## src/pkg/rcm_pkg.sv

```systemverilog
// Constants, types and state encoding for the reset and clock monitor sequencer
package rcm_pkg;

    // Clock and timing figures, each time kept in its own unit
    localparam int unsigned CLK_PERIOD_NS = 40;
    localparam int unsigned T_POR_US = 10;
    localparam int unsigned T_STARTUP_US = 20;
    localparam int unsigned T_RST_US = 20;
    localparam int unsigned T_PUT_MS = 64;
    localparam int unsigned T_MSD_US = 500;
    localparam int unsigned NS_PER_US = 1000;
    localparam int unsigned NS_PER_MS = 1000000;

    // Least times round up to whole clock cycles
    localparam int unsigned POR_CYC =
        (T_POR_US * NS_PER_US + CLK_PERIOD_NS - 1) / CLK_PERIOD_NS;
    localparam int unsigned STARTUP_CYC =
        (T_STARTUP_US * NS_PER_US + CLK_PERIOD_NS - 1) / CLK_PERIOD_NS;
    localparam int unsigned RST_CYC =
        (T_RST_US * NS_PER_US + CLK_PERIOD_NS - 1) / CLK_PERIOD_NS;
    localparam int unsigned PUT_CYC =
        (T_PUT_MS * NS_PER_MS + CLK_PERIOD_NS - 1) / CLK_PERIOD_NS;
    localparam int unsigned MSD_CYC =
        (T_MSD_US * NS_PER_US + CLK_PERIOD_NS - 1) / CLK_PERIOD_NS;
    localparam int unsigned SKIP_CYC = 1;

    // Delay counter must hold the power-up timer count
    localparam int unsigned TMR_W = 21;
    typedef logic [TMR_W-1:0] rcm_cnt_t;

    // Reset sources: index is also the flag position in the reset-cause register
    localparam int unsigned NUM_SRC = 8;
    localparam int unsigned SRC_POR = 0;
    localparam int unsigned SRC_BOR = 1;
    localparam int unsigned SRC_EXT = 2;
    localparam int unsigned SRC_WDT = 3;
    localparam int unsigned SRC_SW = 4;
    localparam int unsigned SRC_IOP = 5;
    localparam int unsigned SRC_UWR = 6;
    localparam int unsigned SRC_TRAP = 7;

    // Synchronised pin inputs: reset requests, then oscillator status
    localparam int unsigned SYN_OST = NUM_SRC;
    localparam int unsigned SYN_LOCK = NUM_SRC + 1;
    localparam int unsigned SYN_CLKOK = NUM_SRC + 2;
    localparam int unsigned SYN_W = NUM_SRC + 3;

    localparam int unsigned REG_W = 16;
    localparam logic [REG_W-1:0] CAUSE_POR_VAL = 16'h0003;

    // Oscillator control register layout
    localparam int unsigned OC_COSC_LSB = 12;
    localparam int unsigned OC_NOSC_LSB = 8;
    localparam int unsigned OC_CF_BIT = 3;
    localparam int unsigned OSC_SEL_W = 3;
    localparam logic [REG_W-1:0] OSC_CTRL_BASE_VAL = 16'h0000;

    // Oscillator selection codes in the oscillator configuration word
    localparam logic [OSC_SEL_W-1:0] OSC_IRC = 3'h0;
    localparam logic [OSC_SEL_W-1:0] OSC_IRCPLL = 3'h1;
    localparam logic [OSC_SEL_W-1:0] OSC_PRI = 3'h2;
    localparam logic [OSC_SEL_W-1:0] OSC_PRIPLL = 3'h3;
    localparam logic [OSC_SEL_W-1:0] OSC_SEC = 3'h4;

    // Primary oscillator mode: external clock or crystal
    localparam int unsigned PRI_MODE_W = 2;
    localparam logic [PRI_MODE_W-1:0] PRI_EC = 2'h0;

    // Gray coded along POR, startup, internal reset, monitor delay, monitor
    typedef enum logic [2:0] {
        ST_POR = 3'h0,
        ST_STARTUP = 3'h1,
        ST_INTRST = 3'h3,
        ST_MON_DELAY = 3'h2,
        ST_MONITOR = 3'h6,
        ST_RUN = 3'h7
    } rcm_state_e;

endpackage : rcm_pkg

```

## src/pkg/rcm_tmr_if.sv

```systemverilog
// Load and expiry signals between the sequencer and its delay counter
`timescale 1ns/1ns
interface rcm_tmr_if;
    logic load;
    rcm_pkg::rcm_cnt_t count;
    logic done;

    modport ctl (output load, output count, input done);
    modport tmr (input load, input count, output done);
endinterface : rcm_tmr_if

```

## src/logic/rcm_delay_counter.sv

```systemverilog
// Down counter that times every reset and monitor delay
`timescale 1ns/1ns
module rcm_delay_counter #(
    parameter rcm_pkg::rcm_cnt_t RESET_COUNT = rcm_pkg::rcm_cnt_t'(rcm_pkg::POR_CYC)
) (
    input wire logic clk,
    input wire logic sys_rst,
    rcm_tmr_if.tmr tmr
);

    rcm_pkg::rcm_cnt_t cnt_r;

    ////////////////////////////////////////////////////////////////////////////
    // Reset loads the first delay so the power-on phase never ends at once
    always_ff @(posedge clk)
    begin
        if (sys_rst)
        begin
            cnt_r <= RESET_COUNT;
        end
        else if (tmr.load)
        begin
            cnt_r <= tmr.count;
        end
        else if (cnt_r != '0)
        begin
            cnt_r <= cnt_r - rcm_pkg::rcm_cnt_t'(1);
        end
    end

    assign tmr.done = (cnt_r == '0);

endmodule : rcm_delay_counter

```

## src/logic/rcm_reset_sequencer.sv

```systemverilog
// Reset release sequencer with clock monitor start delay and reset-dependent registers
//
// Contract
// With a crystal or PLL system clock a monitor start delay is added after power-on and power-up timer delays.
// The fail-safe clock monitor does not check the clock until that delay has fully run out.
// The monitor start delay is nominally 500 microseconds.
// The delay also applies with the power-up timer disabled, so a reset raises no oscillator fail trap.
// Every other special function register loads one default value whatever the reset type.
// The reset-cause register value depends on which kind of reset happened.
// The oscillator control register value depends on reset type and configured oscillator.
// An enabled monitor that finds no valid clock switches the system clock to the internal RC.
// With the regulator disabled the power-up timer delay is nominally 64 ms.
// The monitor start delay is a counter on the internal clock with a parameter terminal count.
`timescale 1ns/1ns
module rcm_reset_sequencer #(
    parameter rcm_pkg::rcm_cnt_t PUT_COUNT = rcm_pkg::rcm_cnt_t'(rcm_pkg::PUT_CYC),
    parameter rcm_pkg::rcm_cnt_t MSD_COUNT = rcm_pkg::rcm_cnt_t'(rcm_pkg::MSD_CYC)
) (
    input wire logic clk,
    input wire logic sys_rst,
    input wire logic [rcm_pkg::NUM_SRC-1:0] reset_req,
    input wire logic osc_ready,
    input wire logic pll_locked,
    input wire logic clock_valid,
    input wire logic [rcm_pkg::OSC_SEL_W-1:0] oscillator_config_word,
    input wire logic [rcm_pkg::PRI_MODE_W-1:0] pri_mode_cfg,
    input wire logic regulator_en,
    input wire logic power_up_timer_en,
    input wire logic monitor_en,
    output logic system_reset,
    output logic monitor_active,
    output logic rc_switch,
    output logic osc_fail_trap,
    output logic [rcm_pkg::REG_W-1:0] reset_cause_register,
    output logic [rcm_pkg::REG_W-1:0] oscillator_control_register
);

    localparam rcm_pkg::rcm_cnt_t POR_CNT = rcm_pkg::rcm_cnt_t'(rcm_pkg::POR_CYC);
    localparam rcm_pkg::rcm_cnt_t STARTUP_CNT = rcm_pkg::rcm_cnt_t'(rcm_pkg::STARTUP_CYC);
    localparam rcm_pkg::rcm_cnt_t RST_CNT = rcm_pkg::rcm_cnt_t'(rcm_pkg::RST_CYC);
    localparam rcm_pkg::rcm_cnt_t SKIP_CNT = rcm_pkg::rcm_cnt_t'(rcm_pkg::SKIP_CYC);

    rcm_tmr_if tmr_if ();

    logic [rcm_pkg::SYN_W-1:0] syn1_r;
    logic [rcm_pkg::SYN_W-1:0] syn2_r;
    logic [rcm_pkg::SYN_W-1:0] syn3_r;
    logic [rcm_pkg::SYN_W-1:0] flt_r;
    logic [rcm_pkg::SYN_W-1:0] flt_nxt;
    logic [rcm_pkg::SYN_W-1:0] pin_vec;

    rcm_pkg::rcm_state_e st_r;
    rcm_pkg::rcm_state_e st_nxt;
    logic [rcm_pkg::OSC_SEL_W-1:0] osc_sel_r;
    logic [rcm_pkg::PRI_MODE_W-1:0] pri_mode_r;
    logic reg_en_r;
    logic put_en_r;
    logic mon_en_r;
    logic [rcm_pkg::NUM_SRC-1:0] req;
    logic req_any;
    logic req_power;
    logic req_brown;
    logic xtal_or_pll;
    logic clk_fail;
    logic tmr_load;
    rcm_pkg::rcm_cnt_t tmr_count;
    rcm_pkg::rcm_cnt_t startup_count;
    logic [rcm_pkg::REG_W-1:0] cause_r;
    logic [rcm_pkg::REG_W-1:0] oscc_r;
    logic sysrst_r;
    logic mon_act_r;
    logic rc_sw_r;
    logic trap_r;

    ////////////////////////////////////////////////////////////////////////////
    // Pin synchroniser: a level counts once stages two and three agree
    assign pin_vec = {clock_valid, pll_locked, osc_ready, reset_req};
    assign flt_nxt = (syn2_r & syn3_r) | (flt_r & (syn2_r ^ syn3_r));

    always_ff @(posedge clk)
    begin
        if (sys_rst)
        begin
            syn1_r <= '0;
            syn2_r <= '0;
            syn3_r <= '0;
            flt_r <= '0;
        end
        else
        begin
            syn1_r <= pin_vec;
            syn2_r <= syn1_r;
            syn3_r <= syn2_r;
            flt_r <= flt_nxt;
        end
    end

    assign req = flt_r[rcm_pkg::NUM_SRC-1:0];
    assign req_any = |req;
    assign req_power = req[rcm_pkg::SRC_POR];
    assign req_brown = req[rcm_pkg::SRC_BOR];

    ////////////////////////////////////////////////////////////////////////////
    // Configuration straps are caught while a reset is in progress, never by reset
    always_ff @(posedge clk)
    begin
        if (req_any || st_r == rcm_pkg::ST_POR)
        begin
            osc_sel_r <= oscillator_config_word;
            pri_mode_r <= pri_mode_cfg;
            reg_en_r <= regulator_en;
            put_en_r <= power_up_timer_en;
            mon_en_r <= monitor_en;
        end
    end

    // Crystal or PLL sources need the extra settling time before monitoring
    always_comb
    begin
        case (osc_sel_r)
            rcm_pkg::OSC_IRCPLL: xtal_or_pll = 1'b1;
            rcm_pkg::OSC_PRIPLL: xtal_or_pll = 1'b1;
            rcm_pkg::OSC_SEC: xtal_or_pll = 1'b1;
            rcm_pkg::OSC_PRI: xtal_or_pll = (pri_mode_r != rcm_pkg::PRI_EC);
            default: xtal_or_pll = 1'b0;
        endcase
    end

    // Regulator on gives the short startup; off uses the power-up timer if enabled
    always_comb
    begin
        if (reg_en_r)
        begin
            startup_count = STARTUP_CNT;
        end
        else if (put_en_r)
        begin
            startup_count = PUT_COUNT;
        end
        else
        begin
            startup_count = SKIP_CNT;
        end
    end

    // A clock is judged failed when the selected source is not running
    assign clk_fail = !flt_r[rcm_pkg::SYN_CLKOK] ||
        (xtal_or_pll && !flt_r[rcm_pkg::SYN_OST] && osc_sel_r != rcm_pkg::OSC_IRCPLL) ||
        ((osc_sel_r == rcm_pkg::OSC_IRCPLL || osc_sel_r == rcm_pkg::OSC_PRIPLL) &&
         !flt_r[rcm_pkg::SYN_LOCK]);

    ////////////////////////////////////////////////////////////////////////////
    // Sequence: power-on, startup, internal reset, monitor delay, monitor
    always_comb
    begin
        st_nxt = st_r;
        tmr_load = 1'b0;
        tmr_count = SKIP_CNT;
        if (req_any)
        begin
            // A held request keeps reloading, so timing starts at its release
            tmr_load = 1'b1;
            if (req_power)
            begin
                st_nxt = rcm_pkg::ST_POR;
                tmr_count = POR_CNT;
            end
            else if (req_brown)
            begin
                st_nxt = rcm_pkg::ST_STARTUP;
                tmr_count = startup_count;
            end
            else
            begin
                st_nxt = rcm_pkg::ST_INTRST;
                tmr_count = RST_CNT;
            end
        end
        else if (tmr_if.done)
        begin
            case (st_r)
                rcm_pkg::ST_POR:
                begin
                    st_nxt = rcm_pkg::ST_STARTUP;
                    tmr_load = 1'b1;
                    tmr_count = startup_count;
                end
                rcm_pkg::ST_STARTUP:
                begin
                    st_nxt = rcm_pkg::ST_INTRST;
                    tmr_load = 1'b1;
                    tmr_count = RST_CNT;
                end
                rcm_pkg::ST_INTRST:
                begin
                    if (xtal_or_pll)
                    begin
                        st_nxt = rcm_pkg::ST_MON_DELAY;
                        tmr_load = 1'b1;
                        tmr_count = MSD_COUNT; // see R3 see R4
                    end
                    else
                    begin
                        st_nxt = mon_en_r ? rcm_pkg::ST_MONITOR : rcm_pkg::ST_RUN;
                    end
                end
                rcm_pkg::ST_MON_DELAY:
                begin
                    st_nxt = mon_en_r ? rcm_pkg::ST_MONITOR : rcm_pkg::ST_RUN;
                end
                rcm_pkg::ST_MONITOR: st_nxt = rcm_pkg::ST_MONITOR;
                rcm_pkg::ST_RUN: st_nxt = rcm_pkg::ST_RUN;
                default: st_nxt = rcm_pkg::ST_POR;
            endcase
        end
    end

    assign tmr_if.load = tmr_load;
    assign tmr_if.count = tmr_count;

    rcm_delay_counter #(
        .RESET_COUNT(POR_CNT)
    ) u_delay (
        .clk(clk),
        .sys_rst(sys_rst),
        .tmr(tmr_if.tmr)
    );

    always_ff @(posedge clk)
    begin
        if (sys_rst)
        begin
            st_r <= rcm_pkg::ST_POR;
        end
        else
        begin
            st_r <= st_nxt;
        end
    end

    ////////////////////////////////////////////////////////////////////////////
    // System reset and monitor status; other registers hold defaults while reset
    always_ff @(posedge clk)
    begin
        if (sys_rst)
        begin
            sysrst_r <= 1'b1;
            mon_act_r <= 1'b0;
        end
        else
        begin
            sysrst_r <= (st_nxt == rcm_pkg::ST_POR || st_nxt == rcm_pkg::ST_STARTUP ||
                st_nxt == rcm_pkg::ST_INTRST);
            mon_act_r <= (st_nxt == rcm_pkg::ST_MONITOR);
        end
    end

    // First check after the delay and every cycle after it may trip the switch
    always_ff @(posedge clk)
    begin
        if (sys_rst)
        begin
            rc_sw_r <= 1'b0;
            trap_r <= 1'b0;
        end
        else if (req_any)
        begin
            rc_sw_r <= 1'b0;
            trap_r <= 1'b0;
        end
        else
        begin
            trap_r <= mon_act_r && clk_fail && !rc_sw_r;
            if (mon_act_r && clk_fail)
            begin
                rc_sw_r <= 1'b1;
            end
        end
    end

    ////////////////////////////////////////////////////////////////////////////
    // Reset-cause flags: power-on loads a fixed value, others add their flag
    always_ff @(posedge clk)
    begin
        if (sys_rst)
        begin
            cause_r <= rcm_pkg::CAUSE_POR_VAL;
        end
        else if (req_power)
        begin
            cause_r <= rcm_pkg::CAUSE_POR_VAL;
        end
        else if (req_any)
        begin
            cause_r <= cause_r |
                {{(rcm_pkg::REG_W - rcm_pkg::NUM_SRC){1'b0}}, req};
        end
    end

    // Power resets take the configured oscillator; others keep the running one
    always_ff @(posedge clk)
    begin
        if (sys_rst)
        begin
            oscc_r <= rcm_pkg::OSC_CTRL_BASE_VAL;
        end
        else if (req_power || req_brown)
        begin
            oscc_r <= rcm_pkg::OSC_CTRL_BASE_VAL;
            oscc_r[rcm_pkg::OC_COSC_LSB +: rcm_pkg::OSC_SEL_W] <= osc_sel_r;
            oscc_r[rcm_pkg::OC_NOSC_LSB +: rcm_pkg::OSC_SEL_W] <= osc_sel_r;
        end
        else if (req_any)
        begin
            oscc_r[rcm_pkg::OC_NOSC_LSB +: rcm_pkg::OSC_SEL_W] <= osc_sel_r;
        end
        else if (st_r == rcm_pkg::ST_POR && tmr_if.done)
        begin
            // A power-on from sys_rst has no request pin, so the strap lands as it ends
            oscc_r[rcm_pkg::OC_COSC_LSB +: rcm_pkg::OSC_SEL_W] <= osc_sel_r;
            oscc_r[rcm_pkg::OC_NOSC_LSB +: rcm_pkg::OSC_SEL_W] <= osc_sel_r;
        end
        else if (mon_act_r && clk_fail)
        begin
            oscc_r[rcm_pkg::OC_COSC_LSB +: rcm_pkg::OSC_SEL_W] <= rcm_pkg::OSC_IRC;
            oscc_r[rcm_pkg::OC_CF_BIT] <= 1'b1;
        end
    end

    assign system_reset = sysrst_r;
    assign monitor_active = mon_act_r;
    assign rc_switch = rc_sw_r;
    assign osc_fail_trap = trap_r;
    assign reset_cause_register = cause_r;
    assign oscillator_control_register = oscc_r;

endmodule : rcm_reset_sequencer

```

## config.mk

```make
export PLATFORM = sky130hd
export DESIGN_NAME = rcm_reset_sequencer
export DESIGN_NICKNAME = d
export VERILOG_FILES = /design/src/pkg/rcm_pkg.sv /design/src/pkg/rcm_tmr_if.sv /design/src/logic/rcm_delay_counter.sv /design/src/logic/rcm_reset_sequencer.sv
export SDC_FILE = /design/constraint.sdc
export NUM_CORES = 1
export LEC_CHECK = 0
export BUFFER_PORTS_ARGS = -buffer_cell sky130_fd_sc_hd__buf_2
export CAP_MARGIN = 5
export CORE_UTILIZATION = 35
export CTS_CLUSTER_SIZE = 40
export DETAILED_ROUTE_END_ITERATION = 10
export RECOVER_POWER = 25
export SYNTH_ARGS = -nofsm -noshare
export SYNTH_HDL_FRONTEND = slang
export SYNTH_SLANG_ARGS = --single-unit
```

## constraint.sdc

```tcl
create_clock -name clk -period 5.3 [get_ports clk]
set_input_delay 0.795 -clock clk [delete_from_list [all_inputs] [get_ports clk]]
set_output_delay 0.795 -clock clk [all_outputs]
set_load 0.01 [all_outputs]
```

**Yosys cells after proc, flatten, opt, wreduce, memory -nomap -nowiden**

Cells that the tools add are included.

- Output and inout port bits: 36
- Word-level logic and storage cells: 103
- Register bits: 103
- Bits of input ports: 21

- Bitwise gates (word level): 7
- Muxes and demuxes: 29
- Eq/ne operators: 14
- Add/sub/neg operators: 1
- Reductions and logical operators: 33

Operators with widths:

| cell | count |
|---|---|
| $mux W21 | 8 |
| $pmux W21 S3 | 1 |
| $mux W3 | 10 |
| $and A11 B11 Y11 | 2 |
| $logic_not A21 Y1 | 1 |
| $reduce_bool A21 Y1 | 1 |
| $sub A21 B1 Y21 const B | 1 |
| $pmux W3 S6 | 1 |
| $or A16 B8 Y16 | 1 |
| $eq A3 B2 Y1 const B | 5 |
| $mux W14 | 1 |
| $eq A3 B3 Y1 const B | 4 |
| $or A11 B11 Y11 | 1 |
| $xor A11 B11 Y11 | 1 |
| $eq A3 B1 Y1 const B | 3 |
| $reduce_or A9 Y1 | 1 |
| $reduce_or A8 Y1 | 1 |
| $logic_or A1 B1 Y1 | 7 |
| $logic_and A1 B1 Y1 | 6 |
| $logic_not A3 Y1 | 2 |
| $reduce_bool A3 Y1 | 2 |
| $reduce_or A2 Y1 | 3 |
| $logic_not A1 Y1 | 4 |
| $mux W1 | 4 |
| 9 further kinds | 13 |

**Logic depth before layout (Yosys ltp)**

Gate-level depths: netlist of the first run.

- Depth in word-level cells: 12
- Mapped depth: 10
- Mapped depth without buffers: 8

**Modules after synthesis**

A second synthesis of the first run with hierarchy kept.

- Cell total of the unflattened synthesis: 421
- Area total of the unflattened synthesis: 4055.1 um^2

By module, submodules not included:

| module | seq. area each (um^2) | cells each | area an instance (um^2) | times used |
|---|---|---|---|---|
| rcm_reset_sequencer | 1561.5 | 272 | 2795.2 | 1 |
| rcm_delay_counter | 420.4 | 149 | 1260.0 | 1 |

**Worst setup path after synthesis of the first run**

Ideal clock, no wire load.

- Path type: register to register
- Start: register u_delay.cnt_r[0]
- End: register u_delay.cnt_r[13]
- Stages on the path, launching flop included: 9
- Data arrival time: 1959 ps
- Clock period less this slack: 2081 ps
- Slack: 3219 ps
- Data required time: 5178 ps
- Setup time: 122 ps
- Buffers on the path: 1
- Path through: dfxtp_1 -> inv_1 -> ha_1 -> nor3b_1 -> and3_1 -> buf_2 -> nand3_4 -> o21a_1 -> o311a_1

- Longest elaborated chain between the ends: 4
- Elaborated cells between the ends (all ways): 10
- Those cells by class: add/sub (1); mux (6); reduce/logical (3)

RTL lines:

| element | line | source |
|---|---|---|
| from (decl) | rcm_delay_counter.sv:11 | `rcm_pkg::rcm_cnt_t cnt_r;` |
| from (signal assigned) | rcm_delay_counter.sv:23 | `cnt_r <= tmr.count;` |
| from (signal assigned) | rcm_delay_counter.sv:27 | `cnt_r <= cnt_r - rcm_pkg::rcm_cnt_t'(1);` |
| parallel branches: the longest is 4 deep, another holds $sub A21 B1 Y21 | -- |  |

Several ways; the timed one is not identified. The select of a mux whose other input is x is not followed.
A chain may end at the register's enable or synchronous reset.

==> results of run 1 <==
==> critical path, delay by kind of cell <==
family / cells / cell delay (ns)
AOI/OAI and AO/OA: 2 / 0.27
buffers and inverters: 2 / 1.94
and+or+nand+nor: 2 / 0.77
==> power breakdown <==
group | total, W | switching, W | internal (W)
logic | 0.0000809 | 0.0000470 | 0.0000340
registers | 0.000764 | 0.0000172 | 0.000747
clock network | 0.000461 | 0.000276 | 0.000185
==> flip-flops by register name, summed over array words and instances (netlist names), 2 cells and up <==
name / flops
flt_r: 11
osc_sel_r: 3
oscillator_control_register: 7
pri_mode_r: 2
reset_cause_register: 8
st_r: 3
syn1_r: 11
syn2_r: 11
syn3_r: 11
u_delay.cnt_r: 21
==> logic make-up (layout without fill, tap and decap cells) <==
| group | Yosys count | after routing | synth area share, % |
|---|---|---|---|
| simple gates | 154 | 154 | 22.0 |
| flops | 95 | 95 | 51.4 |
| compound gates | 71 | 71 | 12.3 |
| buf+inv | 35 | 60 | 5.74 |
| xor+xnor | 14 | 14 | 3.18 |
| fa+ha+maj | 12 | 12 | 3.89 |
| mux | 5 | 5 | 1.30 |
| other cells | 1 | 17 | 0.0973 |
==> cell type report <==
class	count	area, um^2	area share (%)
multi-input cells	273	1710	40.1
clock buffers	9	124	2.90
repair buffers	40	198	4.63
flip-flops and latches	95	1980	46.4
inverters	4	15.0	0.351
well taps	136	170	3.98
clock inverters	7	71.3	1.67
==> routing by layer <==
metal	vias to the layer above	share of wire, %
met5	-	0
met4	0	2.5
met3	16	4.3
met2	75	45
met1	1226	48
li1	1382	-
==> cells in the final DEF (no fill, tap or decap), types with 3 or more instances in the layout <==
cell type,count
dfxtp_1,87
nor2_1,43
nor2b_1,38
buf_2,38
a21oi_1,28
nand2_1,20
conb_1,17
ha_1,12
nand3_1,9
xor2_1,9
clkbuf_8,9
o21a_1,8
edfxtp_1,8
nor3_1,7
o21ai_0,5
nand2b_1,5
mux2i_1,5
xnor2_1,5
inv_1,4
nor4_1,4
and3_1,4
a31oi_1,4
or2_2,3
or3_1,3
a22o_1,3
==> worst paths after layout <==
| path | to | start | depth (start not counted) | slack (ns) |
|---|---|---|---|---|
| setup / recovery | u_delay.cnt_r[7] | sys_rst | 6 | 1.80 |
| hold / removal | syn2_r[4] | syn1_r[4] | 1 | 0.44 |
| setup reg to reg | u_delay.cnt_r[5] | u_delay.cnt_r[0] | 7 | 2.77 |
| hold reg to reg | syn2_r[4] | syn1_r[4] | 1 | 0.44 |
==> metrics by stage <==
stage                     power [W]  util (%)
after floorplan            0.000846         -
after global placement     0.000862      38.8
after detailed placement   0.000862      38.8
after CTS                   0.00133      40.7
after global routing        0.00137      40.6
final                       0.00131      40.6
==> run_results.csv, run 1 <==
group,metric,value,unit
global_route,grt_max_degree,45,
layout,layout.nets,456,
place,gp_congestion,0.857,
setup_path,crit_slowest_cell,"clkbuf_1",
place,dpl_cell_area,4080,um^2
cts,ctsHoldBuffers,0,
detailed_routing,drt-pass1-iter-count,4,
global_route,use_met3,2.80,%
synth,ys_warn_count,0,
synth,seq_area_frac_synth,51.4,%
floorplan,num_io_pins,57,
setup_path,arrival,3.80,ns
setup_path,critPathMaxFanout,44,
timing,final-setup-viol-count,0,
setup_path,path_cells,"clkbuf_1 > clkbuf_1 > nor2_1 > nand2_1 > a31oi_1 > a21oi_1",
synth,netlist_area,3850,um^2
synth,synthCells,387,
detailed_routing,via_count,2699,
synth,ys.flop_type,"dfxtp_1",
layout,finalInstanceArea,4270,um^2
setup_path,worst_ep_required_time,5.60,ns
flow_run,max_cap_violations,1,
timing,maxSlewHeadroom,-20.0,%
timing,slew_viol_final,45,
cts,postCtsSetupRepairBufs,0,
place,io_buffers,39,
cts,cts-root-buf,"clkbuf_8",
layout,antenna_cells,0,
cts,cts_buffers,9,
cts,clkTransAtPathRegs,0.10,ns
synth,synth_top_area_share,45.2,%
floorplan,row_count,37,
hold_path,hp-class,"reg -> reg",
global_route,use_met1,17.5,%
global_route,grt_pass1_wl,11800,um
timing,finalHoldViolCount,0,
cts,cts_tree,"yes",
cts,cts_sinks,95,
layout,fillCellCount,1020,
floorplan,core,10500,um^2
synth,yosysMostFrequentCell,"dfxtp_1",
timing,timing.setup.tns,0,ns
synth,avgSynthCellArea,9.96,um^2
setup_path,path_class,"in -> reg",
detailed_routing,postRouteAntennaNets,0,
synth,synth_top_area_cell,"dfxtp_1",
floorplan,start_util,36.7,%
layout,finalNonFillerCells,564,
pwr,ir_drop,170,uV
global_route,busiest_layer,"met2",
global_route,antenna_found_initial,0,
timing,max_freq,286,MHz
synth,ys_ff_latch,95,
setup_path,cp-start-kind,"primary input",
synth,ys_types,62,
timing,worstMarginPinSlew,1.80,ns
timing,timing.hold.ws,0.444,ns
synth,synth_edf_count,8,
timing,grt_setup_unrepaired,"false",
layout,drive_gt1_share,17.1,%
synth,ys_async_sr_fraction,0,%
detailed_routing,post_drt_wl_per_cell,12.3,um
setup_path,end_kind,"flip-flop",
floorplan,fp.dieW,107,um
pwr,p_per_area,306,nW/um^2
global_route,grt_pass1_vias,2486,
cts,clock_latency,0.37,ns
floorplan,fp.dieH,107,um
synth,synth.cells.most_frequent,"87 x dfxtp_1, 43 x nor2_1, 38 x nor2b_1, 28 x a21oi_1, 20 x nand2_1",
place,dp_slack,2.55,ns
timing,skew,0.0112,ns
detailed_routing,via_per_inst,4.79,
timing,layout_setup_ws,1.80,ns
detailed_routing,wl,6960,um
global_route,met2_usage,20.6,%
cts,cts_buffer_depth,2,
detailed_routing,drt_iter0_markers,143,
layout,syn2layout_area_growth,10.8,%
detailed_routing,drc,0,
place,dp_cells,548,
global_route,overflow,0,
cts,cts_resized,0,
setup_path,path_common_cell,"clkbuf_1",
synth,synthTopCellsByArea,"dfxtp_1 45%, edfxtp_1 6.2%, nor2b_1 6.2%",
outcome,violations,"capacitance limit, slew limit",
floorplan,die_area,11400,um^2
outcome,status,"finished, violations left",
cts,h-tree-depth,3,
pwr,p_leak,1.81,nW
place,hpwl,5000,um
global_route,grt_usage,13.3,%
setup_path,critical_path.max_stage_delay,1.36,ns
timing,finalCritPeriodShare,66.0,%
timing,period_needed,3.50,ns
Note: power is estimated with default switching activity, not from simulation.
==> inputs of run 2 (changes only) <==
==> constraint.sdc (replaced) <==
create_clock -name clk -period 3.03 [get_ports clk]
set_input_delay 0.4545 -clock clk [delete_from_list [all_inputs] [get_ports clk]]
set_output_delay 0.4545 -clock clk [all_outputs]
set_load 0.01 [all_outputs]
==> run_results.csv, run 2 (synthesized netlist as in run 1, its figures left out) <==
group,metric,value,unit
global_route,grt_max_degree,41,
detailed_routing,drt-pass1-iter-count,4,
detailed_routing,wl,7160,um
cts,postCtsSetupRepairBufs,0,
pwr,total_power,0.00227,W
hold_path,hp-class,"in -> reg",
pwr,ir_drop,239,uV
global_route,overflow,0,
layout,regMostFlops,"u_delay.cnt_r",
layout,layout.nets,458,
place,gp_congestion,0.823,
timing,skew,0.0159,ns
place,io_buffers,39,
setup_path,arrival,2.84,ns
layout,finalInstanceArea,4280,um^2
floorplan,row_count,37,
pwr,power.share.combinational,6.3,%
layout,antenna_cells,0,
hold_path,hold_depth,1,
global_route,grt_usage,13.8,%
cts,clock_latency,0.37,ns
floorplan,start_util,36.7,%
timing,final-setup-viol-count,0,
layout,final_common_cell,"dfxtp_1",
detailed_routing,drc,0,
global_route,busiest_layer,"met2",
setup_path,critical_path.max_stage_delay,0.48,ns
global_route,grt_pass1_wl,12300,um
pwr,pwr-share-seq,59.0,%
layout,layout_common_cells,"87 x dfxtp_1, 43 x nor2_1, 38 x nor2b_1, 38 x buf_2, 28 x a21oi_1",
setup_path,r2r_cells,8,
place,hpwl,5100,um
detailed_routing,drt_iter0_markers,170,
cts,cts_buffer_depth,2,
setup_path,cp-start-kind,"flip-flop",
floorplan,fp.dieW,107,um
pwr,p_leak,1.82,nW
outcome,violations,"capacitance limit, slew limit",
pwr,switching_share,25.7,%
layout,largest_reg_flops,21,
setup_path,path_common_cell,"and3_1",
global_route,antenna_found_initial,0,
cts,h-tree-depth,3,
global_route,use_met1,18.4,%
timing,maxSlewHeadroom,-5.69,%
detailed_routing,via_per_inst,4.82,
cts,ctsHoldBuffers,0,
timing,slew_viol_final,41,
global_route,grt_pass1_vias,2530,
setup_path,critPathMaxFanout,7,
timing,max_freq,381,MHz
detailed_routing,via_count,2726,
timing,finalHoldViolCount,0,
flow_run,max_cap_violations,1,
floorplan,num_io_pins,57,
setup_path,worst_ep_required_time,3.24,ns
cts,cts_resized,0,
setup_path,path_class,"reg -> reg",
detailed_routing,post_drt_wl_per_cell,12.6,um
layout,finalNonFillerCells,566,
setup_path,crit_slowest_cell,"nor3b_1",
pwr,power_switching,0.000583,W
layout,drive_gt1_share,17.2,%
detailed_routing,postRouteAntennaNets,0,
floorplan,core,10500,um^2
timing,worstMarginPinSlew,1.59,ns
cts,cts_tree,"yes",
place,dpl_cell_area,4100,um^2
global_route,met2_usage,21.4,%
outcome,status,"finished, violations left",
cts,clkTransAtPathRegs,0.11,ns
cts,cts_buffers,9,
timing,grt_setup_unrepaired,"false",
pwr,clkPwrFrac,34.6,%
layout,syn2layout_area_growth,11.0,%
layout,final_core_util,40.7,%
cts,cts_sinks,95,
timing,finalCritPeriodShare,86.6,%
place,dp_cells,550,
setup_path,path_cells,"inv_1 > ha_1 > nor3b_1 > and3_1 > and3_1 > a21oi_1 > mux2i_1 > nor2_1",
floorplan,die_area,11400,um^2
pwr,p_per_area,530,nW/um^2
global_route,use_met3,3.77,%
cts,cts-root-buf,"clkbuf_8",
floorplan,fp.dieH,107,um
setup_path,end_kind,"flip-flop",
timing,period_needed,2.62,ns
timing,timing.setup.tns,0,ns
pwr,p_int,0.00168,W
==> run 2: changes by cell type in the layout (fill, tap and decap cells not counted), sizes merged <==
cell    before  now
clkinv       2    5
inv          9    6
buf         38   39
clkbuf      11   12
==> run 2: worst paths after layout <==
kind | slack [ns] | startpoint | endpoint
setup / recovery | 0.41 | u_delay.cnt_r[0] | oscillator_control_register[10]
hold / removal | 0.25 | power_up_timer_en | put_en_r
setup reg to reg | 0.41 | u_delay.cnt_r[0] | oscillator_control_register[10]
hold reg to reg | 0.44 | syn1_r[9] | syn2_r[9]
==> run 2: power by group through the flow <==
stage	combinational, W	clock (W)	sequential [W]
final	0.000143	0.000785	0.00134
after global routing	0.000165	0.000872	0.00134
after CTS	0.000145	0.000815	0.00134
after detailed placement	0.000144	0	0.00137
after global placement	0.000142	0	0.00137
after floorplan	0.000124	0	0.00136
==> run 2: cell type report <==
cell class                 count  area (um^2)
fill                        1035         6230
clock buffer                   9          124
sequential                    95         1980
multi-input combinational    273         1710
clock inverter                 7         67.6
timing repair buffer          42          209
tap                          136          170
inverter                       4         15.0
==> run 2: stage by stage <==
stage                     hold WS, ns  setup slack [ns]
final                           0.253             0.405
after floorplan                 0.414             0.949
after global placement          0.417             0.582
after CTS                       0.238             0.494
after detailed placement        0.426             0.515
after global routing            0.236             0.217
==> run 2: worst max-delay path: cells and delay by family, from the launching register on <==
| kind | cells | cell delay (ns) |
|---|---|---|
| DFF | 1 | 0.35 |
| muxes | 1 | 0.23 |
| and+or+nand+nor | 4 | 1.36 |
| buffers and inverters | 1 | 0.10 |
| adders and majority gates | 1 | 0.18 |
| AOI/OAI and AO/OA | 1 | 0.25 |
==> run 2: per-layer routing <==
metal	share of wire (%)	routed length, um	vias to the layer above
met5	0	0	-
li1	-	-	1378
met4	1.3	95	0
met3	4.4	318	7
met1	48	3470	1276
met2	46	3270	65
